`config.mk`:
```
export PLATFORM = sky130hd
export DESIGN_NAME = cia_arbiter
export DESIGN_NICKNAME = d
export VERILOG_FILES = /design/src/verilog/cia_prio_pick.v /design/src/verilog/cia_arbiter.v
export VERILOG_INCLUDE_DIRS = /design/src /design/src/verilog
export SDC_FILE = /design/constraint.sdc
export NUM_CORES = 1
export LEC_CHECK = 0
export BUFFER_PORTS_ARGS = -buffer_cell sky130_fd_sc_hd__buf_2
export CELL_PAD_IN_SITES_DETAIL_PLACEMENT = 1
export CELL_PAD_IN_SITES_GLOBAL_PLACEMENT = 2
export CORE_MARGIN = 2
export CORE_UTILIZATION = 29
export DETAILED_ROUTE_END_ITERATION = 6
export GPL_TIMING_DRIVEN = 1
export PLACE_DENSITY = 0.95
export SYNTH_ARGS = -nofsm -noshare
export SYNTH_HDL_FRONTEND = slang
export SYNTH_SLANG_ARGS = --single-unit
```
`constraint.sdc`:
```
create_clock -name i_clock -period 7.4 [get_ports i_clock]
set_clock_uncertainty 0.15 [all_clocks]
set_input_delay 0.37 -clock i_clock [delete_from_list [all_inputs] [get_ports i_clock]]
set_output_delay 0.37 -clock i_clock [all_outputs]
set_load 0.02 [all_outputs]
```
`src/verilog/cia_consts.vh`:
```
// constants for the cpu interrupt arbiter: commands, field layout, levels, register map
// assumes inclusion by the arbiter, checker and bench files, before any module
`ifndef CIA_CONSTS_VH
`define CIA_CONSTS_VH

// write-control commands
`define CIA_CMD_LOAD_PSW 6'h01
`define CIA_CMD_READ_PSW 6'h02
`define CIA_CMD_LOAD_SOFT 6'h03
`define CIA_CMD_READ_SOFT 6'h04
`define CIA_CMD_LOAD_TRAP 6'h05
`define CIA_CMD_GRANT 6'h06
`define CIA_CMD_REI 6'h07
`define CIA_CMD_CLEAR_GRANT 6'h08

// processor status, trap level and software request fields on the write bus
`define CIA_PSW_LEVEL_LSB 16
`define CIA_PSW_LEVEL_MSB 20
`define CIA_PSW_MODE_LSB 24
`define CIA_PSW_MODE_MSB 25
`define CIA_PSW_STACK_BIT 26
`define CIA_TRAP_LSB 0
`define CIA_TRAP_MSB 2
`define CIA_SOFT_LSB 0
`define CIA_SOFT_MSB 4

// priority levels of the sources
`define CIA_LEVEL_POWER_FAIL 5'h1E
`define CIA_LEVEL_TAPE 5'h17
`define CIA_LEVEL_BR7 5'h17
`define CIA_LEVEL_BR6 5'h16
`define CIA_LEVEL_BR5 5'h15
`define CIA_LEVEL_BR4 5'h14
`define CIA_LEVEL_CONSOLE 5'h14

// source index within the arbiter
`define CIA_SRC_POWER_FAIL 3'h0
`define CIA_SRC_TAPE 3'h1
`define CIA_SRC_BR7 3'h2
`define CIA_SRC_BR6 3'h3
`define CIA_SRC_BR5 3'h4
`define CIA_SRC_BR4 3'h5
`define CIA_SRC_CONSOLE 3'h6
`define CIA_SRC_SOFT 3'h7

// service vector codes
`define CIA_VEC_NONE 3'h0
`define CIA_VEC_SOFT 3'h3
`define CIA_VEC_CONSOLE 3'h4
`define CIA_VEC_BUS 3'h5
`define CIA_VEC_TAPE 3'h6
`define CIA_VEC_POWER_FAIL 3'h7

// register map, byte addresses
`define CIA_ADDR_STATUS 8'h00
`define CIA_ADDR_MASK 8'h04
`define CIA_ADDR_STATE 8'h08
`define CIA_ADDR_CONTROL 8'h0C

// status bits
`define CIA_ST_GRANT 0
`define CIA_ST_REI_FAULT 1
`define CIA_ST_POWER_FAIL 2
`define CIA_ST_VECTOR 3
`define CIA_ST_WIDTH 4

`define CIA_CONTROL_RESET 2'h3
`define CIA_RESP_OKAY 2'h0
`define CIA_RESP_SLVERR 2'h2

`endif

```
`src/verilog/cia_prio_pick.v`:
```
// picks the highest priority level among eight requesting sources
// assumes flat packed levels, five bits per source, source 0 in the low bits
`timescale 1ns/100ps
`default_nettype none

module cia_prio_pick
(
	input wire [39:0] i_levels,
	input wire [7:0] i_valid,
	output reg [2:0] o_index,
	output reg [4:0] o_level,
	output reg o_any
);

wire [4:0] level_of [0:7];
integer k;

genvar g;
generate
	for (g = 0; g < 8; g = g + 1)
	begin : unpack
		assign level_of[g] = i_levels[g*5 +: 5];
	end
endgenerate

// strict compare: on equal levels the lower index keeps the win
always @*
begin
	o_index = 3'h0;
	o_level = 5'h00;
	o_any = 1'b0;
	for (k = 0; k < 8; k = k + 1)
	begin
		if (i_valid[k] && (!o_any || level_of[k] > o_level))
		begin
			o_index = k[2:0];
			o_level = level_of[k];
			o_any = 1'b1;
		end
	end
end

endmodule

`default_nettype wire

```
`src/verilog/cia_arbiter.v`:
```
// cpu interrupt arbiter: status fields, software request, arbitration, bus grant, return check
// assumes commands from the microsequencer synchronous to i_clock and
// peripheral requests already synchronised; registers over axi4-lite
//
// Contract
// - hold priority level, stack flag, mode and trap level and return them on command.
// - store the highest software request from the write bus and arbitrate with it.
// - drive a three-bit service vector naming the highest interrupt present.
// - check a return from exception against the stored stack flag, mode and level.
// - arbitrate all hardware and software requests and encode the winner.
// - take four synchronised bus request lines and grant the highest one.
// - request lines 7, 6, 5 and 4 carry levels 17, 16, 15 and 14.
// - the bus request lines are interrupt inputs in the arbitration.
// - on command grant the previously seen request, line 7 on its own line.
// - never drive more than one grant line at a time.
// - console interrupts sit at level 14.
// - tape interface interrupts sit at level 17.
// - grant a bus request only when its level exceeds the current level.
// - a power-fail request raises a power-fail interrupt.
//
// Decided for this implementation: the register offsets and register access over AXI4-Lite.
`timescale 1ns/100ps
`default_nettype none
`include "cia_consts.vh"

module cia_arbiter
(
	input wire i_clock,
	input wire i_reset_n,
	input wire i_command_valid,
	input wire [5:0] i_write_control_field,
	input wire [31:0] i_write_bus,
	output reg [31:0] o_write_bus,
	output reg o_write_bus_oe,
	input wire [7:4] i_sync_bus_request,
	output reg o_top_grant_line,
	output reg [6:4] o_top_grant_lines,
	input wire i_power_fail_request,
	input wire i_console_request,
	input wire i_tape_request,
	output reg [2:0] o_service_vector_bits,
	output reg o_interrupt_present,
	output reg o_rei_fault,
	output reg o_irq,
	input wire [7:0] i_s_axi_awaddr,
	input wire i_s_axi_awvalid,
	output reg o_s_axi_awready,
	input wire [31:0] i_s_axi_wdata,
	input wire [3:0] i_s_axi_wstrb,
	input wire i_s_axi_wvalid,
	output reg o_s_axi_wready,
	output reg [1:0] o_s_axi_bresp,
	output reg o_s_axi_bvalid,
	input wire i_s_axi_bready,
	input wire [7:0] i_s_axi_araddr,
	input wire i_s_axi_arvalid,
	output reg o_s_axi_arready,
	output reg [31:0] o_s_axi_rdata,
	output reg [1:0] o_s_axi_rresp,
	output reg o_s_axi_rvalid,
	input wire i_s_axi_rready
);

////////////////////////////////////////////////////////////////////////////////
// status fields and state

reg [4:0] priority_level;
reg interrupt_stack_flag;
reg [1:0] current_mode_field;
reg [2:0] async_trap_level;
reg [4:0] highest_soft_request;
reg grant_active;
reg [2:0] grant_index;
reg power_fail_seen;
reg [`CIA_ST_WIDTH-1:0] status;
reg [`CIA_ST_WIDTH-1:0] mask;
reg [1:0] control;
reg [2:0] last_vector;

wire [2:0] win_index;
wire [4:0] win_level;
wire win_any;

function [2:0] vector_of;
	input [2:0] index;
	begin
		if (index == `CIA_SRC_POWER_FAIL)
			vector_of = `CIA_VEC_POWER_FAIL;
		else if (index == `CIA_SRC_TAPE)
			vector_of = `CIA_VEC_TAPE;
		else if (index == `CIA_SRC_CONSOLE)
			vector_of = `CIA_VEC_CONSOLE;
		else if (index == `CIA_SRC_SOFT)
			vector_of = `CIA_VEC_SOFT;
		else
			vector_of = `CIA_VEC_BUS;
	end
endfunction

function is_bus_source;
	input [2:0] index;
	begin
		is_bus_source = (index >= `CIA_SRC_BR7) && (index <= `CIA_SRC_BR4);
	end
endfunction

////////////////////////////////////////////////////////////////////////////////
// arbitration

wire [39:0] levels = {highest_soft_request, `CIA_LEVEL_CONSOLE, `CIA_LEVEL_BR4,
	`CIA_LEVEL_BR5, `CIA_LEVEL_BR6, `CIA_LEVEL_BR7,
	`CIA_LEVEL_TAPE, `CIA_LEVEL_POWER_FAIL};
wire [7:0] valid = {highest_soft_request != 5'h00, i_console_request,
	i_sync_bus_request[4], i_sync_bus_request[5], i_sync_bus_request[6],
	i_sync_bus_request[7], i_tape_request, i_power_fail_request};

cia_prio_pick u_pick
(
	.i_levels(levels),
	.i_valid(valid),
	.o_index(win_index),
	.o_level(win_level),
	.o_any(win_any)
);

// a request at or below the current level is held off, not lost
wire present = win_any && (win_level > priority_level);
wire [2:0] next_vector = present ? vector_of(win_index) : `CIA_VEC_NONE;

////////////////////////////////////////////////////////////////////////////////
// return from exception check

wire [4:0] new_level = i_write_bus[`CIA_PSW_LEVEL_MSB:`CIA_PSW_LEVEL_LSB];
wire [1:0] new_mode = i_write_bus[`CIA_PSW_MODE_MSB:`CIA_PSW_MODE_LSB];
wire new_stack = i_write_bus[`CIA_PSW_STACK_BIT];
// no return to a more privileged mode, to a higher level or onto the interrupt stack from off it
wire rei_bad = (new_mode < current_mode_field) || (new_level > priority_level)
	|| (new_stack && !interrupt_stack_flag) || (new_stack && new_mode != 2'h0)
	|| (new_mode != 2'h0 && new_level != 5'h00);

wire command = i_command_valid;
wire [5:0] cmd = i_write_control_field;

////////////////////////////////////////////////////////////////////////////////
// microcode side

always @(posedge i_clock)
begin
	if (!i_reset_n)
	begin
		priority_level <= 5'h1F;
		interrupt_stack_flag <= 1'b1;
		current_mode_field <= 2'h0;
		async_trap_level <= 3'h4;
		highest_soft_request <= 5'h00;
		grant_active <= 1'b0;
		grant_index <= 3'h0;
		o_write_bus <= 32'h00000000;
		o_write_bus_oe <= 1'b0;
		o_rei_fault <= 1'b0;
	end
	else
	begin
		o_write_bus_oe <= 1'b0;
		o_rei_fault <= 1'b0;
		if (grant_active && !valid[grant_index])
			grant_active <= 1'b0;
		if (command)
		begin
			case (cmd)
			`CIA_CMD_LOAD_PSW:
			begin
				priority_level <= new_level;
				current_mode_field <= new_mode;
				interrupt_stack_flag <= new_stack;
			end
			`CIA_CMD_READ_PSW:
			begin
				o_write_bus <= 32'h00000000;
				o_write_bus[`CIA_PSW_LEVEL_MSB:`CIA_PSW_LEVEL_LSB] <= priority_level;
				o_write_bus[`CIA_PSW_MODE_MSB:`CIA_PSW_MODE_LSB] <= current_mode_field;
				o_write_bus[`CIA_PSW_STACK_BIT] <= interrupt_stack_flag;
				o_write_bus[`CIA_TRAP_MSB:`CIA_TRAP_LSB] <= async_trap_level;
				o_write_bus_oe <= 1'b1;
			end
			`CIA_CMD_LOAD_SOFT:
				highest_soft_request <= i_write_bus[`CIA_SOFT_MSB:`CIA_SOFT_LSB];
			`CIA_CMD_READ_SOFT:
			begin
				o_write_bus <= {27'h0000000, highest_soft_request};
				o_write_bus_oe <= 1'b1;
			end
			`CIA_CMD_LOAD_TRAP:
				async_trap_level <= i_write_bus[`CIA_TRAP_MSB:`CIA_TRAP_LSB];
			`CIA_CMD_GRANT:
			begin
				// one index drives all grant lines, so at most one can be high
				if (control[0] && win_any && is_bus_source(win_index)
					&& win_level > priority_level)
				begin
					grant_active <= 1'b1;
					grant_index <= win_index;
				end
			end
			`CIA_CMD_REI:
			begin
				if (rei_bad)
					o_rei_fault <= 1'b1;
				else
				begin
					priority_level <= new_level;
					current_mode_field <= new_mode;
					interrupt_stack_flag <= new_stack;
				end
			end
			`CIA_CMD_CLEAR_GRANT:
				grant_active <= 1'b0;
			default:
				o_write_bus_oe <= 1'b0;
			endcase
		end
	end
end

// grant and vector outputs straight from flops
always @(posedge i_clock)
begin
	if (!i_reset_n)
	begin
		o_top_grant_line <= 1'b0;
		o_top_grant_lines <= 3'h0;
		o_service_vector_bits <= `CIA_VEC_NONE;
		o_interrupt_present <= 1'b0;
		last_vector <= `CIA_VEC_NONE;
	end
	else
	begin
		o_top_grant_line <= grant_active && grant_index == `CIA_SRC_BR7;
		o_top_grant_lines[6] <= grant_active && grant_index == `CIA_SRC_BR6;
		o_top_grant_lines[5] <= grant_active && grant_index == `CIA_SRC_BR5;
		o_top_grant_lines[4] <= grant_active && grant_index == `CIA_SRC_BR4;
		o_service_vector_bits <= next_vector & {3{control[1]}};
		o_interrupt_present <= present && control[1];
		last_vector <= next_vector;
	end
end

////////////////////////////////////////////////////////////////////////////////
// events and interrupt

reg prev_power_fail;
wire [`CIA_ST_WIDTH-1:0] events;
assign events[`CIA_ST_GRANT] = command && cmd == `CIA_CMD_GRANT && control[0] && win_any
	&& is_bus_source(win_index) && win_level > priority_level;
assign events[`CIA_ST_REI_FAULT] = command && cmd == `CIA_CMD_REI && rei_bad;
assign events[`CIA_ST_POWER_FAIL] = i_power_fail_request && !prev_power_fail;
assign events[`CIA_ST_VECTOR] = next_vector != `CIA_VEC_NONE && last_vector == `CIA_VEC_NONE;

wire aw_take = o_s_axi_awready && i_s_axi_awvalid;
wire w_take = o_s_axi_wready && i_s_axi_wvalid;
reg aw_have;
reg w_have;
reg [7:0] aw_addr;
reg [31:0] w_data;
reg [3:0] w_strb;
wire do_write = aw_have && w_have && !o_s_axi_bvalid;
wire write_status = do_write && aw_addr == `CIA_ADDR_STATUS && w_strb[0];
wire [`CIA_ST_WIDTH-1:0] clear_bits = write_status ? w_data[`CIA_ST_WIDTH-1:0] : 4'h0;

always @(posedge i_clock)
begin
	if (!i_reset_n)
	begin
		status <= 4'h0;
		prev_power_fail <= 1'b0;
		power_fail_seen <= 1'b0;
		o_irq <= 1'b0;
	end
	else
	begin
		prev_power_fail <= i_power_fail_request;
		// set wins over a clear in the same cycle
		status <= (status & ~clear_bits) | events;
		if (events[`CIA_ST_POWER_FAIL])
			power_fail_seen <= 1'b1;
		o_irq <= |(((status & ~clear_bits) | events) & mask);
	end
end

////////////////////////////////////////////////////////////////////////////////
// axi4-lite slave

always @(posedge i_clock)
begin
	if (!i_reset_n)
	begin
		aw_have <= 1'b0;
		w_have <= 1'b0;
		aw_addr <= 8'h00;
		w_data <= 32'h00000000;
		w_strb <= 4'h0;
		o_s_axi_awready <= 1'b1;
		o_s_axi_wready <= 1'b1;
		o_s_axi_bvalid <= 1'b0;
		o_s_axi_bresp <= `CIA_RESP_OKAY;
		mask <= 4'h0;
		control <= `CIA_CONTROL_RESET;
	end
	else
	begin
		if (aw_take)
		begin
			aw_have <= 1'b1;
			aw_addr <= i_s_axi_awaddr;
			o_s_axi_awready <= 1'b0;
		end
		if (w_take)
		begin
			w_have <= 1'b1;
			w_data <= i_s_axi_wdata;
			w_strb <= i_s_axi_wstrb;
			o_s_axi_wready <= 1'b0;
		end
		if (do_write)
		begin
			o_s_axi_bvalid <= 1'b1;
			o_s_axi_bresp <= `CIA_RESP_OKAY;
			if (aw_addr == `CIA_ADDR_STATUS)
				o_s_axi_bresp <= `CIA_RESP_OKAY;
			else if (aw_addr == `CIA_ADDR_MASK)
			begin
				if (w_strb[0])
					mask <= w_data[`CIA_ST_WIDTH-1:0];
			end
			else if (aw_addr == `CIA_ADDR_CONTROL)
			begin
				if (w_strb[0])
					control <= w_data[1:0];
			end
			else if (aw_addr != `CIA_ADDR_STATE)
				o_s_axi_bresp <= `CIA_RESP_SLVERR;
		end
		if (o_s_axi_bvalid && i_s_axi_bready)
		begin
			o_s_axi_bvalid <= 1'b0;
			aw_have <= 1'b0;
			w_have <= 1'b0;
			o_s_axi_awready <= 1'b1;
			o_s_axi_wready <= 1'b1;
		end
	end
end

always @(posedge i_clock)
begin
	if (!i_reset_n)
	begin
		o_s_axi_arready <= 1'b1;
		o_s_axi_rvalid <= 1'b0;
		o_s_axi_rdata <= 32'h00000000;
		o_s_axi_rresp <= `CIA_RESP_OKAY;
	end
	else
	begin
		if (o_s_axi_arready && i_s_axi_arvalid)
		begin
			o_s_axi_arready <= 1'b0;
			o_s_axi_rvalid <= 1'b1;
			o_s_axi_rresp <= `CIA_RESP_OKAY;
			o_s_axi_rdata <= 32'h00000000;
			if (i_s_axi_araddr == `CIA_ADDR_STATUS)
				o_s_axi_rdata <= {28'h0000000, status};
			else if (i_s_axi_araddr == `CIA_ADDR_MASK)
				o_s_axi_rdata <= {28'h0000000, mask};
			else if (i_s_axi_araddr == `CIA_ADDR_STATE)
				o_s_axi_rdata <= {power_fail_seen, grant_active, grant_index,
					interrupt_stack_flag, current_mode_field, 3'h0, priority_level,
					3'h0, highest_soft_request, last_vector, 2'h0, async_trap_level};
			else if (i_s_axi_araddr == `CIA_ADDR_CONTROL)
				o_s_axi_rdata <= {30'h00000000, control};
			else
				o_s_axi_rresp <= `CIA_RESP_SLVERR;
		end
		if (o_s_axi_rvalid && i_s_axi_rready)
		begin
			o_s_axi_rvalid <= 1'b0;
			o_s_axi_arready <= 1'b1;
		end
	end
end

endmodule

`default_nettype wire

```
# == Yosys cells after proc, flatten, opt, wreduce, memory -nomap -nowiden ==
# Index checks and enable logic that the tools add are counted.
# op_classes
magnitude_cmp,13
n_eq_ne,22
muxes,56
n_bitwise,8
n_reduce_logical,84
# ops
op,count
$mux W32,3
$pmux W32 S2,1
$mux W5,9
$logic_and A1 B1 Y1,39
$gt A5 B5 Y1 const A,6
$mux W3,9
$eq A6 B3 Y1 const B,4
$eq A8 B4 Y1 const B,3
$mux W2,12
$eq A8 B3 Y1 const B,2
$logic_not A8 Y1,2
$mux W1,16
$gt A5 B5 Y1,3
$eq A3 B3 Y1 const B,4
$eq A6 B2 Y1 const B,2
$logic_not A1 Y1,11
$logic_or A1 B1 Y1,11
$pmux W5 S2,1
$reduce_bool A5 Y1,2
$reduce_and A3 Y1,3
$and A4 B4 Y4,2
$ne A8 B4 Y1 const B,1
$reduce_and A2 Y1,4
$eq A3 B2 Y1 const B,2
other kinds (23),31
# totals
reg_bits,134
in_bits,105
wordCells,217

# == Longest topological paths before layout ==
# Gate-level depths: netlist of the first run.
# depth
word_depth,40
depth_mapped,18

# == Hierarchy ==
# A second synthesis of the first run with hierarchy kept.
# unflattened
cells_unflattened,716
hier_area_um2,6376.1
# by_module_without_submodules
mod,n_inst,cells_per_inst,area_each_um2,seq_area_each_um2
cia_arbiter,1,499,4828.4,2122.0
cia_prio_pick,1,217,1547.7,0.0

# == Least setup slack after synthesis of the first run ==
# OpenSTA, ideal clock, no wires.
# synth_timing
kind,input-to-reg
start,in i_tape_request
end,reg grant_active
setup_time_ps,91
arrival_time_ps,3925
t_required_ps,7159
path_slack_ps,3234
cell_stages,17
n_path_buf,1
cell_sequence,or4_4 -> or2_2 -> inv_1 -> ha_1 -> a211oi_1 -> nor2_1 -> o32ai_1 -> a21oi_1 -> clkbuf_1 -> a21boi_0 -> ha_1 -> and4_1 -> a21oi_1 -> o211a_4 -> and2_1 -> a22oi_1 -> a311oi_1
# synth_via
elab_chain_len,33
elab_cells_between_ends,61
classes_between,order compare (9); mux (27); reduce/logical (25)
# synth_lines
element,line,rtl
"start, declared",cia_arbiter.v:40,"input wire i_tape_request,"
$logic_and A1 B1 Y1,cia_prio_pick.v:34,if (i_valid[k] && (!o_any || level_of[k] > o_level))
$mux W5 or $mux W1 (tied branches),cia_prio_pick.v:34,
$gt A5 B5 Y1 or $logic_not A1 Y1 (tied branches),cia_prio_pick.v:34,
$logic_or A1 B1 Y1,cia_prio_pick.v:34,
$logic_and A1 B1 Y1,cia_prio_pick.v:34,
$mux W5 or $mux W1 (tied branches),cia_prio_pick.v:34,
$gt A5 B5 Y1 or $logic_not A1 Y1 (tied branches),cia_prio_pick.v:34,
$logic_or A1 B1 Y1,cia_prio_pick.v:34,
(+17 left out),n/a,
$mux W3,cia_prio_pick.v:34,
$ge A3 B2 Y1 (no source line) or $le A3 B3 Y1 (tied branches),n/a,
$logic_and A1 B1 Y1,cia_arbiter.v:103,is_bus_source = (index >= `CIA_SRC_BR7) && (index <= `CIA_SRC_BR4);
$logic_and A1 B1 Y1,cia_arbiter.v:198,if (control[0] && win_any && is_bus_source(win_index)
$logic_and A1 B1 Y1,cia_arbiter.v:199,&& win_level > priority_level)
$mux W1,cia_arbiter.v:198,
$pmux W1 S2,cia_arbiter.v:170,case (cmd)
$mux W1 (*),cia_arbiter.v:168,if (command)
"end signal, assigned",cia_arbiter.v:167,grant_active <= 1'b0;
"end signal, assigned",cia_arbiter.v:201,grant_active <= 1'b1;
"end signal, assigned",cia_arbiter.v:217,grant_active <= 1'b0;
"end, declared",cia_arbiter.v:72,reg grant_active;
# Every way passes the cells marked *; elsewhere a longest branch is shown, timed or not. The select of a mux whose other input is x is not followed.
# A chain may end at the register's enable or synchronous reset.

# == Worst setup path in the final report of the first run ==
# Ends and elaborated chain as after synthesis.

==> flow_metrics.py, run 1 <==
metrics = {
    "status": {
        "outcome": "finished clean",
    },
    "routing": {
        "wl_per_cell_microns": 15.8,
        "drt_iter0_drc": 224,
        "vias_per_cell": 4.88,
        "vias": 4386,
        "ant_nets": 0,
        "firstDrtPassIters": 4,
        "drc_errors": 0,
        "drt_wl_total_mm": 14.2,
    },
    "logic_synthesis": {
        "synthArstFlopShare": 0,
        "ys_seq_area_frac": 0.434,
        "yosysUniqueCellTypes": 52,
        "synth_edf_count": 0,
        "syn_inst": 577,
        "syn_area_sq_um": 4890,
        "synth-warning-count": 0,
        "synth_seq_cells": 106,
        "syn_avg_cell_area_sq_um": 8.48,
        "synth_flop_cell": "dfxtp_1",
    },
    "worst_setup_path": {
        "endpoint_kind": "register",
        "cp_max_fo": 11,
        "ff2ff_path_depth": 13,
        "cp.arrival_ns": 4.67,
        "critical_path.slowest_cell": "or4_4",
        "slowest_delay_ns": 0.58,
        "critical_path_required_ns": 7.53,
        "timing_worst_setup_path_type": "input pin to register",
        "crit_chain": "buf_2 -> or4_4 -> or2_2 -> inv_1 -> ha_1 -> a211oi_1 -> nor2_1 -> o32ai_1 -> a21oi_1 -> mux2_2 -> ha_1 -> and4_1 -> a21oi_1 -> o211a_4 -> and2_1 -> a22oi_1 -> a311oi_1",
        "cp-start-kind": "input pin",
    },
    "timing": {
        "fin_crit_sh": 0.613,
        "tns_ns": 0,
        "final_max_slew_viol_count": 0,
        "max-slew-margin-rel": 0.252,
        "worst_pin_slew_ns": 1.11,
        "hold_ws_ns": 0.0954,
        "post-route-min-period_ns": 4.54,
        "max_freq_mhz": 220,
        "finalHoldViolations": 0,
        "setup_viol": 0,
        "grt_setup_unrepaired": "no",
    },
    "clock_tree": {
        "cts.htree.levels": 3,
        "cts_hold_buf": 0,
        "cts_inserted_buffers": 9,
        "postCtsResizedCells": 0,
        "cts_tree": "yes",
        "postCtsSetupBuffers": 0,
        "cts_root_buf": "clkbuf_16",
        "cts.sinks": 106,
        "clk_pin_slew_ns": 0.08,
        "cts_buffer_depth": 2,
        "clk_latency_ns": 0.36,
    },
    "floorplanning": {
        "design.core.area_sq_um": 16500,
        "rows": 47,
        "die_w_microns": 134,
        "start_util": 0.296,
        "dieHeight_microns": 134,
        "ios": 189,
        "die-area_sq_um": 17900,
    },
    "global_route": {
        "antenna_found_initial": 0,
        "grt_pass1_wl_mm": 22.7,
        "grt_overflow": 0,
        "grt_pass1_vias": 4389,
        "grt_max_degree": 72,
        "track_usage": 0.160,
    },
    "finish": {
        "drive_above_1_share": 0.220,
        "nFillCells": 1994,
        "multi_input_area_sq_um": 2480,
        "nNetsFinal": 794,
        "fin_util": 0.354,
        "regArea_sq_um": 2120,
        "syn2layout_area_growth_pct": 19.5,
        "diodes": 0,
    },
    "min_path": {
        "holdCritPathClass": "input pin to register",
        "hold_depth": 2,
    },
    "power": {
        "p_per_area_nw_per_um2": 207,
        "peakVddDrop_mv": 0.133,
        "leakage_nw": 2.57,
        "power_w": 0.00121,
    },
    "placed_design": {
        "place_congestion": 0.815,
        "portBuffers": 110,
        "hpwl_mm": 10.8,
    },
    "run": {
        "max_cap_viol_count": 0,
    },
}
Yosys cell counts (3+ instances only):
library cell	instances	area (sq um)
nor3b_1	3	22.5
and4_1	3	26.3
buf_4	28	210
nand3b_1	3	22.5
nand2_1	51	191
inv_1	22	82.6
mux2_2	3	33.8
mux4_2	3	67.6
nand4_1	5	31.3
o21ai_0	17	85.1
nand3_1	32	160
nand2b_1	6	37.5
o21a_1	3	22.5
clkbuf_1	25	93.8
nor2_1	81	304
o211ai_1	6	45.0
mux2i_1	13	130
dfxtp_1	106	2120
ha_1	16	200
nor2b_1	3	18.8
or2_2	5	31.3
a311oi_1	4	35.0
a21boi_0	4	30.0
nor3_1	14	70.1
a22oi_1	27	203
and3_1	3	18.8
a21oi_1	52	260
nor4_1	6	37.5
cells in the final DEF, fill, tap and decap left out, types with 4 or more instances in the layout:
cell type,n
buf_2,110
dfxtp_1,106
nor2_1,81
a21oi_1,52
nand2_1,51
nand3_1,32
conb_1,28
a22oi_1,27
inv_1,22
o21ai_0,17
ha_1,16
nor3_1,14
mux2i_1,13
clkbuf_16,9
nor4_1,6
nand2b_1,6
o211ai_1,6
or2_2,5
nand4_1,5
a21boi_0,4
a311oi_1,4
worst paths after layout:
check | start | endpoint | slack (ns)
setup / recovery | i_tape_request | grant_active | 2.86
hold / removal | i_s_axi_rready | o_s_axi_arready | 0.1
setup reg to reg | highest_soft_request[4] | grant_active | 3.37
hold reg to reg | aw_addr[5] | aw_addr[5] | 0.31
critical path, delay by kind of cell:
kind                     cells  cell delay [ns]
multiplexers                 1             0.37
adder cells (fa/ha/maj)      2             0.52
AND/OR/NAND/NOR              5             1.39
buffers and inverters        2             0.21
AO/OA/AOI/OAI                7             1.80
flip-flops by register name, summed over array words and instances (netlist names), 3 cells and up:
register / cells
grant_index: 3
o_service_vector_bits: 3
o_s_axi_rdata: 25
highest_soft_request: 5
o_top_grant_lines: 3
last_vector: 3
async_trap_level: 3
w_data: 4
priority_level: 5
aw_addr: 8
o_write_bus: 13
status: 4
mask: 4
per-layer routing:
metal / GRT usage / wire (microns) / vias to the layer above / share of wire
met1: 0.204 / 6500 / 2104 / 0.46
met3: 0.0374 / 737 / 12 / 0.052
li1: - / - / 2172 / -
met5: 0 / 0 / - / 0
met2: 0.269 / 6790 / 98 / 0.48
met4: 0.0496 / 179 / 0 / 0.013
area by class of cell:
type | count | area share
flip-flops and latches | 106 | 0.363
multi-input cells | 420 | 0.424
well taps | 220 | 0.0471
clock inverters | 7 | 0.0146
clock buffers | 9 | 0.0385
inverters | 23 | 0.0148
repair buffers | 113 | 0.0980
per-stage QoR:
step	instances	worst slack, ns	instance area, sq um
floorplan	604	3.23	4990
global placement	882	2.55	5540
detailed placement	882	2.49	5540
CTS	898	2.87	5850
global route	898	2.48	5850
finish	898	2.86	5850
kinds of logic after synthesis:
| logic type | synth area share |
|---|---|
| compound gates | 0.169 |
| other cells | 0.000767 |
| flops | 0.434 |
| simple gates | 0.221 |
| fa+ha+maj | 0.0409 |
| mux | 0.0527 |
| buf+inv | 0.0814 |
power by group:
group          switching [W]  total [W]  internal [W]
Clock               0.000236   0.000505      0.000268
Combinational      0.0000750   0.000112     0.0000372
Sequential        0.00000992   0.000592      0.000582
Total               0.000321    0.00121      0.000888
Note: power is estimated with default switching activity, not from simulation.
==> run 2, diff against run 1 <==
Settings changed: ABC_AREA set to 1, CORE_UTILIZATION 29 to 26, PLACE_DENSITY 0.95 to 0.91.
Clock period 7.4 ns to 4.5 ns, I/O delays scaled along.
==> run 2 against run 1 <==
Effect of this change: die area rose by 14%; wire length rose by 3.8%; first-iteration DRC count down 25%; critical path depth rose by 11; combinational power is 110% higher; sequential power is 66% higher; critical path type unchanged; largest power group unchanged; core utilization down 2.1 points; cell count increased by 19%; non-clock buffer count rose by 21; clock power is 57% higher.
==> flow_metrics.py, run 2 <==
metrics = {
    "routing": {
        "drt_wl_total_mm": 14.7,
        "drc_errors": 0,
        "vias_per_cell": 4.42,
        "vias": 4717,
        "drt_iter0_drc": 169,
        "ant_nets": 0,
        "firstDrtPassIters": 4,
        "wl_per_cell_microns": 13.8,
    },
    "logic_synthesis": {
        "synth-warning-count": 0,
        "yosysUniqueCellTypes": 43,
        "synth_seq_cells": 106,
        "ys_seq_area_frac": 0.421,
        "yosys.area.top_type_share": 0.421,
        "syn_area_sq_um": 5040,
        "synthArstFlopShare": 0,
        "synth_edf_count": 0,
        "synth_flop_cell": "dfxtp_1",
        "synth_commonest_cells": "nand2_1, dfxtp_1, nor2_1, inv_1, a21oi_1",
        "yosysMostFrequentCell": "nand2_1",
        "ys_top_cells_by_area": "dfxtp_1, nand2_1, nor2_1",
        "syn_avg_cell_area_sq_um": 7.46,
        "yosys.area.top_type": "dfxtp_1",
        "syn_inst": 675,
    },
    "timing": {
        "finalHoldViolations": 0,
        "tns_ns": 0,
        "worst_pin_slew_ns": 0.988,
        "fin_crit_sh": 0.893,
        "setup_viol": 0,
        "final_max_slew_viol_count": 0,
        "finalWorstSetupSlack_ns": 0.480,
        "post-route-min-period_ns": 4.02,
        "max-slew-margin-rel": 0.341,
        "max_freq_mhz": 249,
        "grt_setup_unrepaired": "no",
    },
    "global_route": {
        "grt_pass1_wl_mm": 24.0,
        "grt_max_degree": 50,
        "track_usage": 0.150,
        "grt_overflow": 0,
        "antenna_found_initial": 0,
        "grt_pass1_vias": 4751,
    },
    "finish": {
        "largest_reg_flops": 25,
        "largest-register": "o_s_axi_rdata",
        "syn2layout_area_growth_pct": 24.3,
        "nNetsFinal": 922,
        "largestRegisters": "o_s_axi_rdata: 25 flops, o_write_bus: 13 flops, aw_addr: 8 flops",
        "fin_util": 0.333,
        "drive_above_1_share": 0.213,
        "diodes": 0,
        "final_cell_mix": "nand2_1, buf_2, dfxtp_1",
        "finalNonFillerCells": 1066,
        "final_common_cell": "nand2_1",
    },
    "floorplanning": {
        "dieHeight_microns": 143,
        "ios": 189,
        "rows": 50,
        "die_w_microns": 143,
        "design.core.area_sq_um": 18800,
        "start_util": 0.267,
        "die-area_sq_um": 20500,
    },
    "min_path": {
        "hold_depth": 3,
        "hold_path_startpoint": "i_s_axi_wstrb[0]",
        "hold_end": "w_strb[0]",
        "holdCritPathClass": "input pin to register",
    },
    "clock_tree": {
        "postCtsSetupBuffers": 0,
        "cts_root_buf": "clkbuf_16",
        "cts.sinks": 106,
        "clk_pin_slew_ns": 0.07,
        "cts_inserted_buffers": 9,
        "cts.htree.levels": 3,
        "cts_buffer_depth": 2,
        "clk_latency_ns": 0.36,
        "cts_tree": "yes",
    },
    "placed_design": {
        "portBuffers": 110,
        "place_congestion": 0.814,
        "placed_cells": 1029,
        "hpwl_mm": 11.4,
        "place_ws_ns": 0.630,
    },
    "worst_setup_path": {
        "ff2ff_path_depth": 21,
        "cp.arrival_ns": 4.16,
        "cp_max_fo": 10,
        "critical_path.slowest_cell": "dlygate4sd3_1",
        "slowest_delay_ns": 0.53,
        "r2r-start": "highest_soft_request[2]",
        "cp-start-kind": "input pin",
        "endpoint_kind": "register",
        "r2r_slack_ns": 1.09,
        "timing_worst_setup_path_type": "input pin to register",
        "critical_path_required_ns": 4.64,
        "r2r-end": "grant_index[1]",
        "crit_top_cell": "nand2_1",
    },
    "run": {
        "max_cap_viol_count": 0,
    },
    "power": {
        "p_per_area_nw_per_um2": 320,
        "swShare": 0.280,
        "p_sw_w": 0.000562,
        "combPwrFrac": 0.116,
        "leakage_nw": 2.96,
        "seqPwrFrac": 0.489,
        "clock_power_share": 0.396,
        "p_int_w": 0.00144,
        "power_w": 0.00201,
        "peakVddDrop_mv": 0.176,
    },
    "status": {
        "outcome": "finished clean",
    },
}
run 2: cell types whose count changed after synthesis, sizes merged, moves of 6 or more:
cell | before | now
inv | 23 | 74
clkbuf | 25 | 15
nand2b | 6 | 0
nor2 | 81 | 97
a211oi | 2 | 11
nand3 | 32 | 43
nand2 | 51 | 129
a22oi | 27 | 0
o21ai | 17 | 43
mux2i | 13 | 0
run 2: critical path, delay by kind of cell:
| family | cells | cell delay, ns |
|---|---|---|
| AND/OR/NAND/NOR | 20 | 2.47 |
| adder cells (fa/ha/maj) | 2 | 0.43 |
| AO/OA/AOI/OAI | 1 | 0.16 |
| buffers and inverters | 5 | 0.90 |
run 2: per-layer routing:
layer | up-vias | wire [microns] | GRT usage
met2 | 117 | 6780 | 0.250
met4 | 0 | 250 | 0.0401
met5 | - | 0 | 0
met1 | 2170 | 6710 | 0.186
li1 | 2414 | - | -
met3 | 16 | 1000 | 0.0473
run 2: kinds of logic (layout without fill, tap and decap cells):
family	Yosys count	after routing	synth area share
and+or+nand+nor	298	298	0.273
adders and majority gates	16	16	0.0398
DFF	106	106	0.421
other	1	28	0.000745
AOI/OAI and AO/OA	133	133	0.154
buffers and inverters	121	225	0.112
run 2: worst max-delay path by stage:
stage	from	end	slack (ns)	cells past startpoint
finish	i_power_fail_request	grant_index[1]	0.48	28
global route	i_power_fail_request	grant_index[1]	0.03	28
CTS	i_power_fail_request	grant_index[1]	0.44	28
detailed placement	i_power_fail_request	grant_index[1]	0.63	27
global placement	i_power_fail_request	grant_index[1]	0.71	27
floorplan	i_tape_request	grant_index[0]	1.36	26
run 2: through the flow:
stage	hold slack (ns)	cell area (sq um)
5_1_grt	0.00455	6260
6_report	0.0156	6260
4_1_cts	0.00399	6260
2_1_floorplan	0.168	5140
3_5_place_dp	0.306	5760
3_3_place_gp	0.303	5760
run 2: layout make-up:
cell class | instances | area (sq um)
clock inverter | 6 | 56.3
timing repair buffer | 134 | 783
fill | 2363 | 12600
clock buffer | 10 | 239
tap | 260 | 325
inverter | 75 | 284
multi-input combinational | 475 | 2450
sequential | 106 | 2120
run 2: timing repair:
action / in CTS / in global routing
hold buffers: 21 / 0
endpoints found under the hold margin: 24 / 0
gates resized for setup: 0 / 0
run 2: power by group through the flow:
stage	registers [W]	logic, W	clock network [W]
global placement	0.00100	0.000215	0
CTS	0.000981	0.000234	0.000820
finish	0.000981	0.000232	0.000794
floorplan	0.00101	0.000149	0
detailed placement	0.00100	0.000219	0
global route	0.000985	0.000261	0.000856
